`src/lvd_ctrl_pkg.sv`:
```
// Package: register map, field positions and types for the low-voltage detect control block
package lvd_ctrl_pkg;

    // ==========================================
    // Register map
    localparam logic [15:0] LVSC_ADDR     = 16'h3040;
    localparam logic [7:0]  LVSC_RESET    = 8'h1C;

    // ==========================================
    // Field positions
    localparam int          WARN_FLAG_BIT     = 7;
    localparam int          WARN_ACK_BIT      = 6;
    localparam int          WARN_IRQ_EN_BIT   = 5;
    localparam int          DETECT_RESET_BIT  = 4;
    localparam int          DETECT_STOP_BIT   = 3;
    localparam int          DETECT_EN_BIT     = 2;
    localparam int          BG_DRIVE_BIT      = 1;
    localparam int          BG_BUF_EN_BIT     = 0;

    // ==========================================
    // Bus answer
    localparam logic [31:0] RDATA_ZERO    = 32'h0000_0000;

    typedef struct packed {
        logic       warn_flag;
        logic       warn_irq_en;
        logic       detect_reset_en;
        logic       detect_stop_en;
        logic       detect_en;
        logic       bandgap_drive_sel;
        logic       bandgap_buf_en;
        logic       once_written;
    } ctrl_t;

    typedef struct packed {
        logic       irq;
        logic       chip_reset_req;
        logic       detect_active;
        logic       bg_buf_en;
        logic       bg_high_drive;
    } pmc_out_t;

    typedef struct packed {
        ctrl_t      ctrl;
        pmc_out_t   outs;
        logic [31:0] prdata;
        logic       pready;
        logic       pslverr;
    } state_t;

endpackage

```
`src/low_voltage_detect_control.sv`:
```
// Low-voltage detect control and status register with APB slave
`timescale 1ns/1ps

module low_voltage_detect_control
    import lvd_ctrl_pkg::*;
(
    // Clock and reset
    input  wire logic        pclk,
    input  wire logic        presetn,
    // APB slave
    input  wire logic        psel,
    input  wire logic        penable,
    input  wire logic        pwrite,
    input  wire logic [15:0] paddr,
    input  wire logic [31:0] pwdata,
    output logic      [31:0] prdata,
    output logic             pready,
    output logic             pslverr,
    // Analog comparators and mode
    input  wire logic        warn_cond,
    input  wire logic        detect_cond,
    input  wire logic        stop_mode,
    // Control outputs
    output logic             warn_irq,
    output logic             chip_reset_req,
    output logic             detect_active,
    output logic             bandgap_buf_en,
    output logic             bandgap_high_drive
);

    state_t state;
    state_t next_state;

    // ==========================================
    // Decode helpers
    function automatic logic hit(input logic [15:0] a);
        hit = (a == LVSC_ADDR);
    endfunction

    function automatic logic [7:0] read_view(input ctrl_t c);
        logic [7:0] v;
        v = 8'h00;
        v[WARN_FLAG_BIT]    = c.warn_flag;
        v[WARN_IRQ_EN_BIT]  = c.warn_irq_en;
        v[DETECT_RESET_BIT] = c.detect_reset_en;
        v[DETECT_STOP_BIT]  = c.detect_stop_en;
        v[DETECT_EN_BIT]    = c.detect_en;
        v[BG_DRIVE_BIT]     = c.bandgap_drive_sel;
        v[BG_BUF_EN_BIT]    = c.bandgap_buf_en;
        read_view = v;
    endfunction

    logic setup_ph;
    logic wr_acc;
    logic det_live;
    assign setup_ph = psel & ~penable;
    // Write lands at the access edge, when pready is high
    assign wr_acc   = psel & penable & pready & pwrite & hit(paddr);
    // Detect logic runs only when enabled, and in stop only with stop enable
    assign det_live = state.ctrl.detect_en & (~stop_mode | state.ctrl.detect_stop_en);

    // ==========================================
    // Next-state logic
    always_comb begin
        next_state = state;
        next_state.pready  = 1'b0;
        next_state.pslverr = 1'b0;
        // No wait state: answer in the cycle after setup
        if (setup_ph) begin
            next_state.pready  = 1'b1;
            next_state.pslverr = ~hit(paddr);
            next_state.prdata  = (!pwrite && hit(paddr))
                               ? {24'h000000, read_view(state.ctrl)} : RDATA_ZERO;
        end
        if (wr_acc) begin
            next_state.ctrl.detect_stop_en    = pwdata[DETECT_STOP_BIT];
            next_state.ctrl.bandgap_buf_en    = pwdata[BG_BUF_EN_BIT];
            next_state.ctrl.bandgap_drive_sel = pwdata[BG_DRIVE_BIT];
            next_state.ctrl.warn_irq_en       = pwdata[WARN_IRQ_EN_BIT];
            if (!state.ctrl.once_written) begin
                next_state.ctrl.detect_reset_en = pwdata[DETECT_RESET_BIT];
                next_state.ctrl.detect_en       = pwdata[DETECT_EN_BIT];
                next_state.ctrl.once_written    = 1'b1;
            end
            // ack clears only with condition gone
            if (pwdata[WARN_ACK_BIT] && !warn_cond) begin
                next_state.ctrl.warn_flag = 1'b0;
            end
        end
        if (warn_cond && state.ctrl.detect_en) begin
            next_state.ctrl.warn_flag = 1'b1;
        end
        next_state.outs.irq            = next_state.ctrl.warn_flag & next_state.ctrl.warn_irq_en;
        // reset on detect with detector live and reset enable on
        next_state.outs.chip_reset_req = det_live & detect_cond & state.ctrl.detect_reset_en;
        next_state.outs.detect_active  = next_state.ctrl.detect_en
                                       & (~stop_mode | next_state.ctrl.detect_stop_en);
        next_state.outs.bg_buf_en      = next_state.ctrl.bandgap_buf_en;
        next_state.outs.bg_high_drive  = next_state.ctrl.bandgap_buf_en
                                       & next_state.ctrl.bandgap_drive_sel;
    end

    // ==========================================
    // State register
    always_ff @(posedge pclk or negedge presetn) begin
        if (!presetn) begin
            state                        <= '0;
            state.ctrl.detect_reset_en   <= LVSC_RESET[DETECT_RESET_BIT];
            state.ctrl.detect_stop_en    <= LVSC_RESET[DETECT_STOP_BIT];
            state.ctrl.detect_en         <= LVSC_RESET[DETECT_EN_BIT];
            state.outs.detect_active     <= LVSC_RESET[DETECT_EN_BIT];
        end else begin
            state <= next_state;
        end
    end

    assign prdata             = state.prdata;
    assign pready             = state.pready;
    assign pslverr            = state.pslverr;
    assign warn_irq           = state.outs.irq;
    assign chip_reset_req     = state.outs.chip_reset_req;
    assign detect_active      = state.outs.detect_active;
    assign bandgap_buf_en     = state.outs.bg_buf_en;
    assign bandgap_high_drive = state.outs.bg_high_drive;

    // ==========================================
    // Assertions
    // flag sticky without ack
    a_flag_sticky: assert property (@(posedge pclk) disable iff (!presetn)
        state.ctrl.warn_flag && !(wr_acc && pwdata[WARN_ACK_BIT])
        |=> state.ctrl.warn_flag)
        else $error("warning flag dropped without acknowledge");

    a_flag_idle: assert property (@(posedge pclk) disable iff (!presetn)
        !state.ctrl.warn_flag && !(warn_cond && state.ctrl.detect_en)
        |=> !state.ctrl.warn_flag)
        else $error("warning flag set without condition");

    a_flag_sets: assert property (@(posedge pclk) disable iff (!presetn)
        warn_cond && state.ctrl.detect_en
        |=> state.ctrl.warn_flag)
        else $error("warning flag not set by condition");

    a_ack_clears: assert property (@(posedge pclk) disable iff (!presetn)
        wr_acc && pwdata[WARN_ACK_BIT] && !warn_cond
        |=> !state.ctrl.warn_flag)
        else $error("acknowledge did not clear flag");

    a_ack_blocked: assert property (@(posedge pclk) disable iff (!presetn)
        state.ctrl.warn_flag && warn_cond
        |=> state.ctrl.warn_flag)
        else $error("flag cleared while warning present");

    a_ack_reads_zero: assert property (@(posedge pclk) disable iff (!presetn)
        pready
        |-> !prdata[WARN_ACK_BIT])
        else $error("acknowledge bit read as one");

    a_irq_follow: assert property (@(posedge pclk) disable iff (!presetn)
        warn_irq == (state.ctrl.warn_flag && state.ctrl.warn_irq_en))
        else $error("interrupt mismatch");

    a_irq_quiet: assert property (@(posedge pclk) disable iff (!presetn)
        !state.ctrl.warn_irq_en
        |-> !warn_irq)
        else $error("interrupt raised while disabled");

    a_reset_gate: assert property (@(posedge pclk) disable iff (!presetn)
        chip_reset_req
        |-> $past(state.ctrl.detect_reset_en && state.ctrl.detect_en))
        else $error("reset without enables");

    a_reset_fires: assert property (@(posedge pclk) disable iff (!presetn)
        detect_cond && state.ctrl.detect_en && state.ctrl.detect_reset_en
        && (!stop_mode || state.ctrl.detect_stop_en) |=> chip_reset_req)
        else $error("detect event gave no reset request");

    a_reset_off: assert property (@(posedge pclk) disable iff (!presetn)
        !state.ctrl.detect_reset_en
        |=> !chip_reset_req)
        else $error("reset request with reset enable clear");

    a_stop_write: assert property (@(posedge pclk) disable iff (!presetn)
        wr_acc
        |=> state.ctrl.detect_stop_en == $past(pwdata[DETECT_STOP_BIT]))
        else $error("stop enable not written");

    a_stop_gate: assert property (@(posedge pclk) disable iff (!presetn)
        $past(stop_mode) && !state.ctrl.detect_stop_en
        |-> !detect_active)
        else $error("detect active in stop without stop enable");

    a_stop_live: assert property (@(posedge pclk) disable iff (!presetn)
        state.ctrl.detect_en && state.ctrl.detect_stop_en
        |-> detect_active)
        else $error("detect inactive with stop enable set");

    a_detect_gate: assert property (@(posedge pclk) disable iff (!presetn)
        detect_active
        |-> state.ctrl.detect_en)
        else $error("detect active while disabled");

    a_detect_off: assert property (@(posedge pclk) disable iff (!presetn)
        !state.ctrl.detect_en
        |=> !chip_reset_req)
        else $error("reset request with detector disabled");

    a_once_first: assert property (@(posedge pclk) disable iff (!presetn)
        wr_acc && !state.ctrl.once_written
        |=> state.ctrl.detect_en == $past(pwdata[DETECT_EN_BIT]))
        else $error("first write did not set detector enable");

    a_buf_write: assert property (@(posedge pclk) disable iff (!presetn)
        wr_acc
        |=> bandgap_buf_en == $past(pwdata[BG_BUF_EN_BIT]))
        else $error("bandgap buffer enable not written");

    a_drive_gate: assert property (@(posedge pclk) disable iff (!presetn)
        bandgap_high_drive
        |-> bandgap_buf_en)
        else $error("high drive without buffer");

    a_drive_write: assert property (@(posedge pclk) disable iff (!presetn)
        wr_acc
        |=> bandgap_high_drive == $past(pwdata[BG_BUF_EN_BIT] && pwdata[BG_DRIVE_BIT]))
        else $error("drive select not written");

    a_once_hold: assert property (@(posedge pclk) disable iff (!presetn)
        state.ctrl.once_written
        |=> $stable(state.ctrl.detect_en) && $stable(state.ctrl.detect_reset_en))
        else $error("write-once bit changed");

    a_once_marker: assert property (@(posedge pclk) disable iff (!presetn)
        wr_acc
        |=> state.ctrl.once_written)
        else $error("write marker not set");

    // One access cycle per transfer
    a_ready_one: assert property (@(posedge pclk) disable iff (!presetn)
        psel && !penable
        |=> pready ##1 !pready)
        else $error("pready timing wrong");

    // Unmapped address answers with error
    a_err_unmapped: assert property (@(posedge pclk) disable iff (!presetn)
        psel && !penable && (paddr != LVSC_ADDR)
        |=> pslverr)
        else $error("unmapped address gave no error");

    // ==========================================
    // Coverage of main scenarios
    c_ack_clear: cover property (@(posedge pclk) disable iff (!presetn)
        state.ctrl.warn_flag ##1 !state.ctrl.warn_flag);
    c_irq: cover property (@(posedge pclk) disable iff (!presetn)
        warn_irq);
    c_reset: cover property (@(posedge pclk) disable iff (!presetn)
        chip_reset_req);
    c_second_write: cover property (@(posedge pclk) disable iff (!presetn)
        wr_acc && state.ctrl.once_written);
    c_stop_hold: cover property (@(posedge pclk) disable iff (!presetn)
        stop_mode && detect_active);

endmodule

```
`config.mk`:
```
export PLATFORM = sky130hd
export DESIGN_NAME = low_voltage_detect_control
export DESIGN_NICKNAME = d
export VERILOG_FILES = /design/src/lvd_ctrl_pkg.sv /design/src/low_voltage_detect_control.sv
export SDC_FILE = /design/constraint.sdc
export NUM_CORES = 1
export LEC_CHECK = 0
export CAP_MARGIN = 40
export CORE_MARGIN = 1
export CORE_UTILIZATION = 45
export DETAILED_ROUTE_END_ITERATION = 6
export DONT_BUFFER_PORTS = 1
export HOLD_SLACK_MARGIN = 0.1
export PLACE_DENSITY_LB_ADDON = 0.08
export SLEW_MARGIN = 20
export SYNTH_ARGS = -nofsm -noshare
export SYNTH_HDL_FRONTEND = slang
export SYNTH_SLANG_ARGS = --single-unit
```
`constraint.sdc`:
```
create_clock -name pclk -period 1.5 [get_ports pclk]
set_input_delay 0.225 -clock pclk [delete_from_list [all_inputs] [get_ports pclk]]
set_output_delay 0.225 -clock pclk [all_outputs]
set_load 0.01 [all_outputs]
```
==> qor.yml, run 1 <==
antenna_found_initial: 0
internal-power_mw: 0.7027
arrival_ns: 1.55
fin_ws_ns: 0.1581
post_cts.repair.setup_buffers: 0
multi_input_area_sq_um: 479.2
layout_common_cells: "conb_1, dfrtp_1, dlygate4sd3_1"
clockRootBuffer: "clkbuf_4"
ys_types: 29
fp.dieH_microns: 53.18
synth_area_sq_um: 1179
antenna_cells: 0
cp-start-kind: "flop"
r2r_slack_ns: 0.16
p_total_mw: 0.9401
end_kind: "flop"
synth_warnings: 0
cts_max_level: 1
reg2reg_to: "state[41]"
critPathRequiredTime_ns: 1.71
vias_per_cell: 4.841
cp_max_fo: 7
nets: 165
port_buffers: 0
cts_buffers: 3
p_switching_mw: 0.2374
clock_latency_ns: 0.31
grt_pass1_wl_mm: 2.939
drive_gt1_frac: 0.2315
leakage_nw: 0.5870
clkPwrFrac: 0.296
fin_crit_sh: 0.8946
rsz0062_at_grt: "false"
gr-total-overflow: 0
grt_pass1_vias: 646
num_vias: 668
gp_congestion: 0.6487
worstSetupPathType: "flop to flop"
ir_drop_uv: 372.9
postRouteAntennaNets: 0
grtUsageTotal: 0.1494
tns_ns: 0
clock.fmax_mhz: 745.2
seqCellArea_sq_um: 530.5
finClkSkew_ns: 0.004351
comb_power_share: 0.095
p_seq_frac: 0.609
finalCriticalPeriod_ns: 1.342
reg2reg_depth: 4
clock-sinks: 21
cts_tree: "done"
rows: 18
synth_seq_cells: 21
holdPathEnd: "warn_irq"
die_w_microns: 53.18
slew_violations: 0
area_growth_pct: 4.353
die-area_sq_um: 2828
status: "finished, final reports clean"
ys_seq_area_frac: 0.4501
avgSynthCellArea_sq_um: 11.91
dr.pass1.iters: 3
io_pins: 95
power_density_nw_per_um2: 764.3
switching_share: 0.2526
hold_ws_ns: 0.1139
wl_mm: 1.883
initial_core_util: 0.4758
hold_depth: 2
setup_viol: 0
dpl.hpwl_mm: 1.386
drc_errors: 0
post-place-ws_ns: 0.02466
drtIter0Drc: 3
clkTransAtPathRegs_ns: 0.12
hold_start: "warn_cond"
hold_path_class: "input pin to flop"
fillCellCount: 237
r2r_start: "pready"
wl_per_cell_microns: 13.64
final_common_cell: "conb_1"
grt_max_degree: 22
drv_cap: 0
cts_buffer_depth: 2
synth_cells: 99
post_cts_resized: 0
core-area_sq_um: 2477
final_hold_viol_count: 0
finish.utilization: 0.4965
-- worst max-delay path by stage --
stage,start,endpoint,depth (start not counted)
final,pready,state[41],4
after global routing,pready,state[41],4
after CTS,pready,bandgap_buf_en,4
after detailed placement,paddr[2],prdata[2],5
after global placement,paddr[2],prdata[5],5
after floorplan,paddr[2],bandgap_buf_en,4
-- Yosys cell counts --
master | instances | area, sq um
a2111o_1 | 2 | 22.52
a21oi_1 | 2 | 10.01
a22o_1 | 7 | 61.31
a31oi_1 | 1 | 6.260
and2_2 | 1 | 7.510
and4bb_2 | 1 | 12.51
buf_4 | 32 | 240.2
clkbuf_1 | 1 | 3.750
conb_1 | 1 | 3.750
dfrtp_1 | 17 | 425.4
dfstp_2 | 4 | 105.1
inv_1 | 4 | 15.01
mux2_1 | 1 | 11.26
mux2_2 | 4 | 45.04
mux2i_1 | 1 | 10.01
nand2_1 | 3 | 11.26
nand2b_1 | 2 | 12.51
nand4_1 | 1 | 6.260
nand4_4 | 1 | 21.27
nor2_1 | 1 | 3.750
nor2_4 | 1 | 11.26
nor3_2 | 1 | 10.01
nor3_4 | 1 | 16.27
nor4_4 | 2 | 42.54
nor4b_4 | 1 | 23.77
o2111a_1 | 1 | 11.26
o21ai_0 | 3 | 15.01
o31ai_1 | 1 | 7.510
or2_2 | 1 | 6.260
-- layer usage --
layer  wire length, microns  vias up  global-route usage
li1                       -      305                   -
met1                    775      308              0.1854
met2                    868       48              0.2215
met3                    162        7             0.03736
met4                     76        0              0.1096
met5                      0        -                   0
-- state kept, by name, indices dropped and copies added (netlist names) --
name,cells
detect_active,1
pslverr,1
pready,1
warn_irq,1
bandgap_high_drive,1
prdata,7
chip_reset_req,1
bandgap_buf_en,1
state,7
-- critical path, stage by stage (launching register included) --
cell and delay (ns):
dfrtp_1 0.42, nand4_1 0.10, buf_4 0.17, nor2_4 0.18, mux2_2 0.36
-- power by group through the flow --
stage	Clock [mW]	Combinational, mW	Sequential (mW)
finish	0.278	0.0896	0.572
detailed placement	0	0.0499	0.583
CTS	0.286	0.0852	0.573
floorplan	0	0.0957	0.582
global route	0.313	0.102	0.573
global placement	0	0.0502	0.583
-- area by class of cell --
type,count,share of cell area
sequential,21,0.4313
multi-input combinational,65,0.3896
timing repair buffer,14,0.1139
tap,30,0.03052
clock buffer,3,0.01831
inverter,4,0.01221
clock inverter,1,0.004069
-- logic make-up (layout without fill, tap and decap cells) --
group | Yosys count | count (layout) | share of synthesized area
AO/OA/AOI/OAI | 17 | 17 | 0.1136
flip-flops | 21 | 21 | 0.4501
multiplexers | 6 | 6 | 0.05626
other | 1 | 25 | 0.003182
AND/OR/NAND/NOR | 17 | 17 | 0.1571
buffers and inverters | 37 | 22 | 0.2197
-- repair_timing --
action | 4_1_cts | 5_1_grt
hold buffers | 11 | 0
hold endpoints to repair | 31 | 0
setup endpoints to repair | 0 | 0
-- through the flow --
stage / area, sq um / instances
4_1_cts: 1215 / 137
2_1_floorplan: 1269 / 123
3_3_place_gp: 1077 / 122
5_1_grt: 1230 / 138
6_report: 1230 / 138
3_5_place_dp: 1077 / 122
(Power assumes the default switching activity.)
==> inputs of run 2 (changes only) <==
--- a/config.mk
+++ b/config.mk
@@ -6,6 +6,7 @@
 export NUM_CORES = 1
 export LEC_CHECK = 0
 export CAP_MARGIN = 40
+export CORE_ASPECT_RATIO = 0.8
 export CORE_MARGIN = 1
 export CORE_UTILIZATION = 45
 export DETAILED_ROUTE_END_ITERATION = 6
==> constraint.sdc (replaced) <==
create_clock -name pclk -period 1.5 [get_ports pclk]
set_input_delay 0.225 -clock pclk [delete_from_list [all_inputs] [get_ports pclk]]
set_output_delay 0.225 -clock pclk [all_outputs]
set_load 0.02 [all_outputs]
==> run 2 against run 1 <==
Compared with the run above:
- first-iteration DRC count grew to 3.7 times the previous value
- register-to-register slack improved by 0.04 ns
- clock power is 5% lower
- worst hold slack gained 0.0045 ns
- maximum frequency increased by 2.9%
- critical endpoint unchanged
- combinational power up 33%
- largest cell class unchanged
- final cell count rose by 5.1%
- sequential share of layout area is 0.52 points lower
- flip-flop and latch count did not move
- total power grew 1.6%
- highest routed layer unchanged
- routed wire length decreased by 0.58%
==> qor.yml, run 2 (same netlist as run 1, synthesis figures left out) <==
end_kind: "flop"
drc_errors: 0  # unchanged
leakage_nw: 0.5922  # +0.88%
drive_gt1_frac: 0.2385  # +0.007051
dr.pass1.iters: 4  # +1
post_dp_cell_area_sq_um: 1085  # +0.70%
crit_chain: "nand4_1 > buf_4 > nor2_4 > mux2_2"
grtUsageTotal: 0.1411  # -0.008277
clock.fmax_mhz: 767.0  # +2.9%
die-area_sq_um: 2829  # about the same
max_stage_delay_ns: 0.37  # -0.05 ns
fp.dieH_microns: 47.78  # -10%
switching_share: 0.2631  # +0.01053
nets: 166  # +0.61%
fin_crit_sh: 0.8692  # -0.02544
stdcell_count: 145  # +5.1%
comb_power_share: 0.125  # +0.030
clock_latency_ns: 0.30  # about the same
hold_path_class: "input pin to flop"
initial_core_util: 0.4787  # +0.002901
io_pins: 95  # unchanged
p_seq_frac: 0.599  # -0.010
clkPwrFrac: 0.276  # -0.020
core-area_sq_um: 2462  # -0.61%
area_growth_pct: 5.626
num_vias: 678  # +1.5%
post-place-ws_ns: 0.03819  # +0.01353 ns
cts_tree: "done"
antenna_cells: 0  # unchanged
wl_mm: 1.872  # -0.58%
cp_max_fo: 7  # unchanged
finClkSkew_ns: 0.007589  # +0.003237 ns
cts_max_level: 1  # unchanged
grt_pass1_vias: 635  # -1.7%
critPathRequiredTime_ns: 1.69  # -0.02 ns
internal-power_mw: 0.7037  # +0.15%
die_w_microns: 59.22  # +11%
fin_ws_ns: 0.1963  # +0.03816 ns
critPathSlowestCell: "dfrtp_1"
gr-total-overflow: 0  # unchanged
grt_max_degree: 22  # unchanged
stdcell_area_sq_um: 1245  # +1.2%
final_common_cell: "conb_1"
antenna_found_initial: 0  # unchanged
ir_drop_uv: 515.8  # +38%
dp.cells: 128  # +4.9%
power_density_nw_per_um2: 767.1  # +0.36%
drv_cap: 0  # unchanged
post_cts_resized: 0  # unchanged
gp_congestion: 0.7248  # +12%
vias_per_cell: 4.676  # -3.4%
worstSetupPathType: "flop to flop"
p_switching_mw: 0.2512  # +5.8%
finalCriticalPeriod_ns: 1.304  # -0.03816 ns
postRouteAntennaNets: 0  # unchanged
port_buffers: 0  # unchanged
wl_per_cell_microns: 12.91  # -5.4%
rsz0062_at_grt: "false"
clkTransAtPathRegs_ns: 0.12  # about the same
drtIter0Drc: 11  # +8
final_hold_viol_count: 0  # unchanged
clockRootBuffer: "clkbuf_4"
setup_viol: 0  # unchanged
dpl.hpwl_mm: 1.436  # +3.6%
cts_buffer_depth: 2  # unchanged
status: "finished, final reports clean"
layout_common_cells: "conb_1, dfrtp_1, dlygate4sd3_1"
grt_pass1_wl_mm: 2.822  # -4.0%
clock-sinks: 21  # unchanged
cp-start-kind: "flop"
finish.utilization: 0.5056  # +0.009124
tns_ns: 0  # unchanged
arrival_ns: 1.49  # -0.06 ns
slew_violations: 0  # unchanged
cts_buffers: 3  # unchanged
rows: 16  # -2
-- run 2: changes by cell type in the layout (fill, tap and decap cells not counted), sizes merged --
cell	before	now
buf	3	4
-- run 2: layer usage --
metal | wire [microns] | track usage | up-vias | share of wire
li1 | - | - | 312 | -
met1 | 829 | 0.1523 | 324 | 0.44
met2 | 902 | 0.2472 | 40 | 0.48
met3 | 130 | 0.07297 | 2 | 0.069
met4 | 9 | 0.04286 | 0 | 0.0048
met5 | 0 | 0 | - | 0
-- run 2: path summary, 6_finish.rpt --
check / slack, ns / end / from / cells after the start
setup reg to reg: 0.20 / state[41] / pready / 4
hold reg to reg: 0.51 / prdata[5] / state[45] / 1
max in group asynchronous: 0.80 / state[44] / presetn / 2
setup / recovery: 0.20 / state[41] / pready / 4
min in group asynchronous: 0.22 / prdata[5] / presetn / 1
hold / removal: 0.12 / warn_irq / pwdata[6] / 2
-- run 2: layout make-up --
| class | instances | area (sq um) |
|---|---|---|
| inverter | 4 | 15.01 |
| clock buffer | 3 | 22.52 |
| multi-input combinational | 65 | 479.2 |
| tap | 36 | 45.04 |
| sequential | 21 | 530.5 |
| fill | 221 | 1217 |
| clock inverter | 1 | 5.005 |
| timing repair buffer | 15 | 147.6 |
-- run 2: per-stage QoR --
stage / hold WS [ns] / power (mW)
2_1_floorplan: -0.07059 / 0.7089
3_3_place_gp: -0.07017 / 0.6625
3_5_place_dp: -0.07014 / 0.6631
4_1_cts: 0.1070 / 0.9604
5_1_grt: 0.1247 / 0.9994
6_report: 0.1184 / 0.9550
-- run 2: repair_timing --
item | 4_1_cts | 5_1_grt
buffers inserted | 0 | 1
hold buffers | 11 | 0
hold endpoints to repair | 30 | 0
endpoints found under the setup margin | 0 | 2
-- run 2: critical path: cells and delay by family, from the launching register on --
family | cells | cell delay, ns
buffers and inverters | 1 | 0.17
flip-flops | 1 | 0.37
multiplexers | 1 | 0.36
AND/OR/NAND/NOR | 2 | 0.30
-- run 2: power groups by stage --
| stage | Clock [mW] | Combinational, mW | Sequential (mW) |
|---|---|---|---|
| global route | 0.295 | 0.132 | 0.573 |
| CTS | 0.274 | 0.114 | 0.572 |
| floorplan | 0 | 0.124 | 0.584 |
| global placement | 0 | 0.0797 | 0.583 |
| detailed placement | 0 | 0.0803 | 0.583 |
| finish | 0.263 | 0.119 | 0.572 |
==> inputs of run 3 (changes only) <==
--- a/config.mk
+++ b/config.mk
@@ -13,6 +13,7 @@
 export DONT_BUFFER_PORTS = 1
 export HOLD_SLACK_MARGIN = 0.1
 export PLACE_DENSITY_LB_ADDON = 0.08
+export REMOVE_ABC_BUFFERS = 1
 export SLEW_MARGIN = 20
 export SYNTH_ARGS = -nofsm -noshare
 export SYNTH_HDL_FRONTEND = slang
==> run 3 against run 2 <==
Compared with the run above:
- non-clock buffer count rose by 2
- setup slack better by 0.010 ns
- sequential power barely moved
- routed wire length fell by 0.91%
- sequential share of layout area is 0.38 points lower
- clock skew up 0.0015 ns
- flip-flop and latch count did not move
- count of clock-buffer cells in the layout stayed put
- clock power up 3%
- die area did not move
- critical path depth stayed put
- combinational power barely moved
- critical path type unchanged
- critical endpoint unchanged
- largest cell class unchanged
==> qor.yml, run 3 (same netlist as run 1, synthesis figures left out) <==
status: "finished, final reports clean"
finalCriticalPeriod_ns: 1.293  # -0.01037 ns
die-area_sq_um: 2829  # unchanged
grt_max_degree: 22  # unchanged
holdPathEnd: "warn_irq"
clock-sinks: 21  # unchanged
dpl.hpwl_mm: 1.380  # -3.9%
dr.pass1.iters: 4  # unchanged
tns_ns: 0  # unchanged
met2_length_microns: 901  # -0.11%
drc_errors: 0  # unchanged
clkTransAtPathRegs_ns: 0.12  # about the same
switching_share: 0.2684  # +0.005360
area_growth_pct: 6.581
grt_pass1_wl_mm: 2.649  # -6.1%
postRouteAntennaNets: 0  # unchanged
rsz0062_at_grt: "false"
clock.fmax_mhz: 773.2  # +0.80%
comb_power_share: 0.123  # -0.002
hold_path_class: "input pin to flop"
power_density_nw_per_um2: 764.9  # -0.28%
finish.utilization: 0.5102  # +0.004574
drv_cap: 0  # unchanged
initial_core_util: 0.4787  # unchanged
slew_violations: 0  # unchanged
end_kind: "flop"
max_stage_delay_ns: 0.37  # about the same
internal-power_mw: 0.7030  # -0.11%
arrival_ns: 1.50  # about the same
final_common_cell: "conb_1"
worstSetupPathType: "flop to flop"
cp-start-kind: "flop"
dr_wl_met3_microns: 158  # +22%
reg2reg_depth: 4  # unchanged
fillCellCount: 226  # +2.3%
setup_viol: 0  # unchanged
io_pins: 95  # unchanged
core-area_sq_um: 2462  # unchanged
nets: 168  # +1.2%
gr-total-overflow: 0  # unchanged
crit_start: "pready"
clock_latency_ns: 0.31  # about the same
cts_tree: "done"
drt-met1-wl_microns: 776  # -6.4%
dr.max_layer_used: "met4"
cp_max_fo: 7  # unchanged
antenna_cells: 0  # unchanged
p_seq_frac: 0.596  # -0.003
gp_congestion: 0.7816  # +7.8%
vias_per_cell: 4.789  # +2.4%
die_w_microns: 59.22  # unchanged
wl_per_cell_microns: 12.62  # -2.3%
hold_start: "pwdata[6]"
p_total_mw: 0.9609  # +0.62%
cts_buffer_depth: 2  # unchanged
fp.dieH_microns: 47.78  # unchanged
grt_pass1_vias: 580  # -8.7%
crit_buf_inv: 1  # unchanged
leakage_nw: 0.6017  # +1.6%
cts_buffers: 3  # unchanged
rows: 16  # unchanged
clkPwrFrac: 0.281  # +0.005
wl_mm: 1.855  # -0.91%
final_hold_viol_count: 0  # unchanged
hold_depth: 2  # unchanged
ir_drop_uv: 462.9  # -10%
critPathSlowestCell: "dfrtp_1"
fin_crit_sh: 0.8622  # -0.006913
antenna_found_initial: 0  # unchanged
finClkSkew_ns: 0.009095  # +0.001507 ns
drive_gt1_frac: 0.2523  # +0.01372
num_vias: 704  # +3.8%
port_buffers: 0  # unchanged
grtUsageTotal: 0.1349  # -0.006256
crit_chain: "nand4_1 > buf_4 > nor2_4 > mux2_2"
r2r_start: "pready"
drtIter0Drc: 9  # -2
r2r_slack_ns: 0.21  # about the same
critPathRequiredTime_ns: 1.70  # about the same
layout_common_cells: "conb_1, dfrtp_1, dlygate4sd3_1"
reg2reg_to: "state[41]"
p_switching_mw: 0.2580  # +2.7%
cp_top_family: "flip-flops"
cts_max_level: 1  # unchanged
clockRootBuffer: "clkbuf_4"
post_cts_resized: 0  # unchanged
==> run 3: changes by cell type in the layout (fill, tap and decap cells not counted), sizes merged <==
| cell | change |
|---|---|
| buf | +2 |
==> run 3: power by group through the flow <==
stage               clock, mW  combinational [mW]  sequential [mW]
floorplan                   0              0.0735            0.584
global placement            0              0.0801            0.583
detailed placement          0              0.0804            0.583
CTS                     0.282               0.114            0.572
global route            0.301               0.130            0.573
finish                  0.270               0.118            0.572
==> run 3: final cells by class <==
class                           count  area, sq um  share of cell area
Inverter                            4        15.01             0.01195
Clock buffer                        3        22.52             0.01793
Timing Repair Buffer               17        158.9              0.1265
Sequential cell                    21        530.5              0.4223
Multi-Input combinational cell     65        479.2              0.3815
Tap cell                           36        45.04             0.03586
Clock inverter                      1        5.005            0.003984
==> run 3: routing by layer <==
layer  vias up  track usage
met5         -            0
met4         0      0.05714
met3         2      0.05676
met2        49       0.2202
met1       343       0.1601
li1        310            -
==> run 3: worst max-delay path by stage <==
stage | end | cells past startpoint
2_1_floorplan | bandgap_buf_en | 4
3_3_place_gp | prdata[3] | 5
3_5_place_dp | prdata[2] | 5
4_1_cts | bandgap_buf_en | 3
5_1_grt | bandgap_buf_en | 4
6_report | state[41] | 4
==> run 3: repair_timing <==
item	CTS	global route
setup endpoints to repair	0	3
hold buffers	11	0
endpoints found under the hold margin	30	0
setup buffers	0	3
==> run 3: metrics by stage <==
stage | hold slack (ns) | setup slack (ns) | std cells | cell area [sq um]
floorplan | -0.07059 | 0.09549 | 90 | 1025
global placement | -0.07015 | 0.03785 | 128 | 1085
detailed placement | -0.07008 | 0.03325 | 128 | 1085
CTS | 0.1056 | 0.04010 | 143 | 1222
global route | 0.1168 | 0.1289 | 147 | 1256
finish | 0.1137 | 0.2066 | 147 | 1256
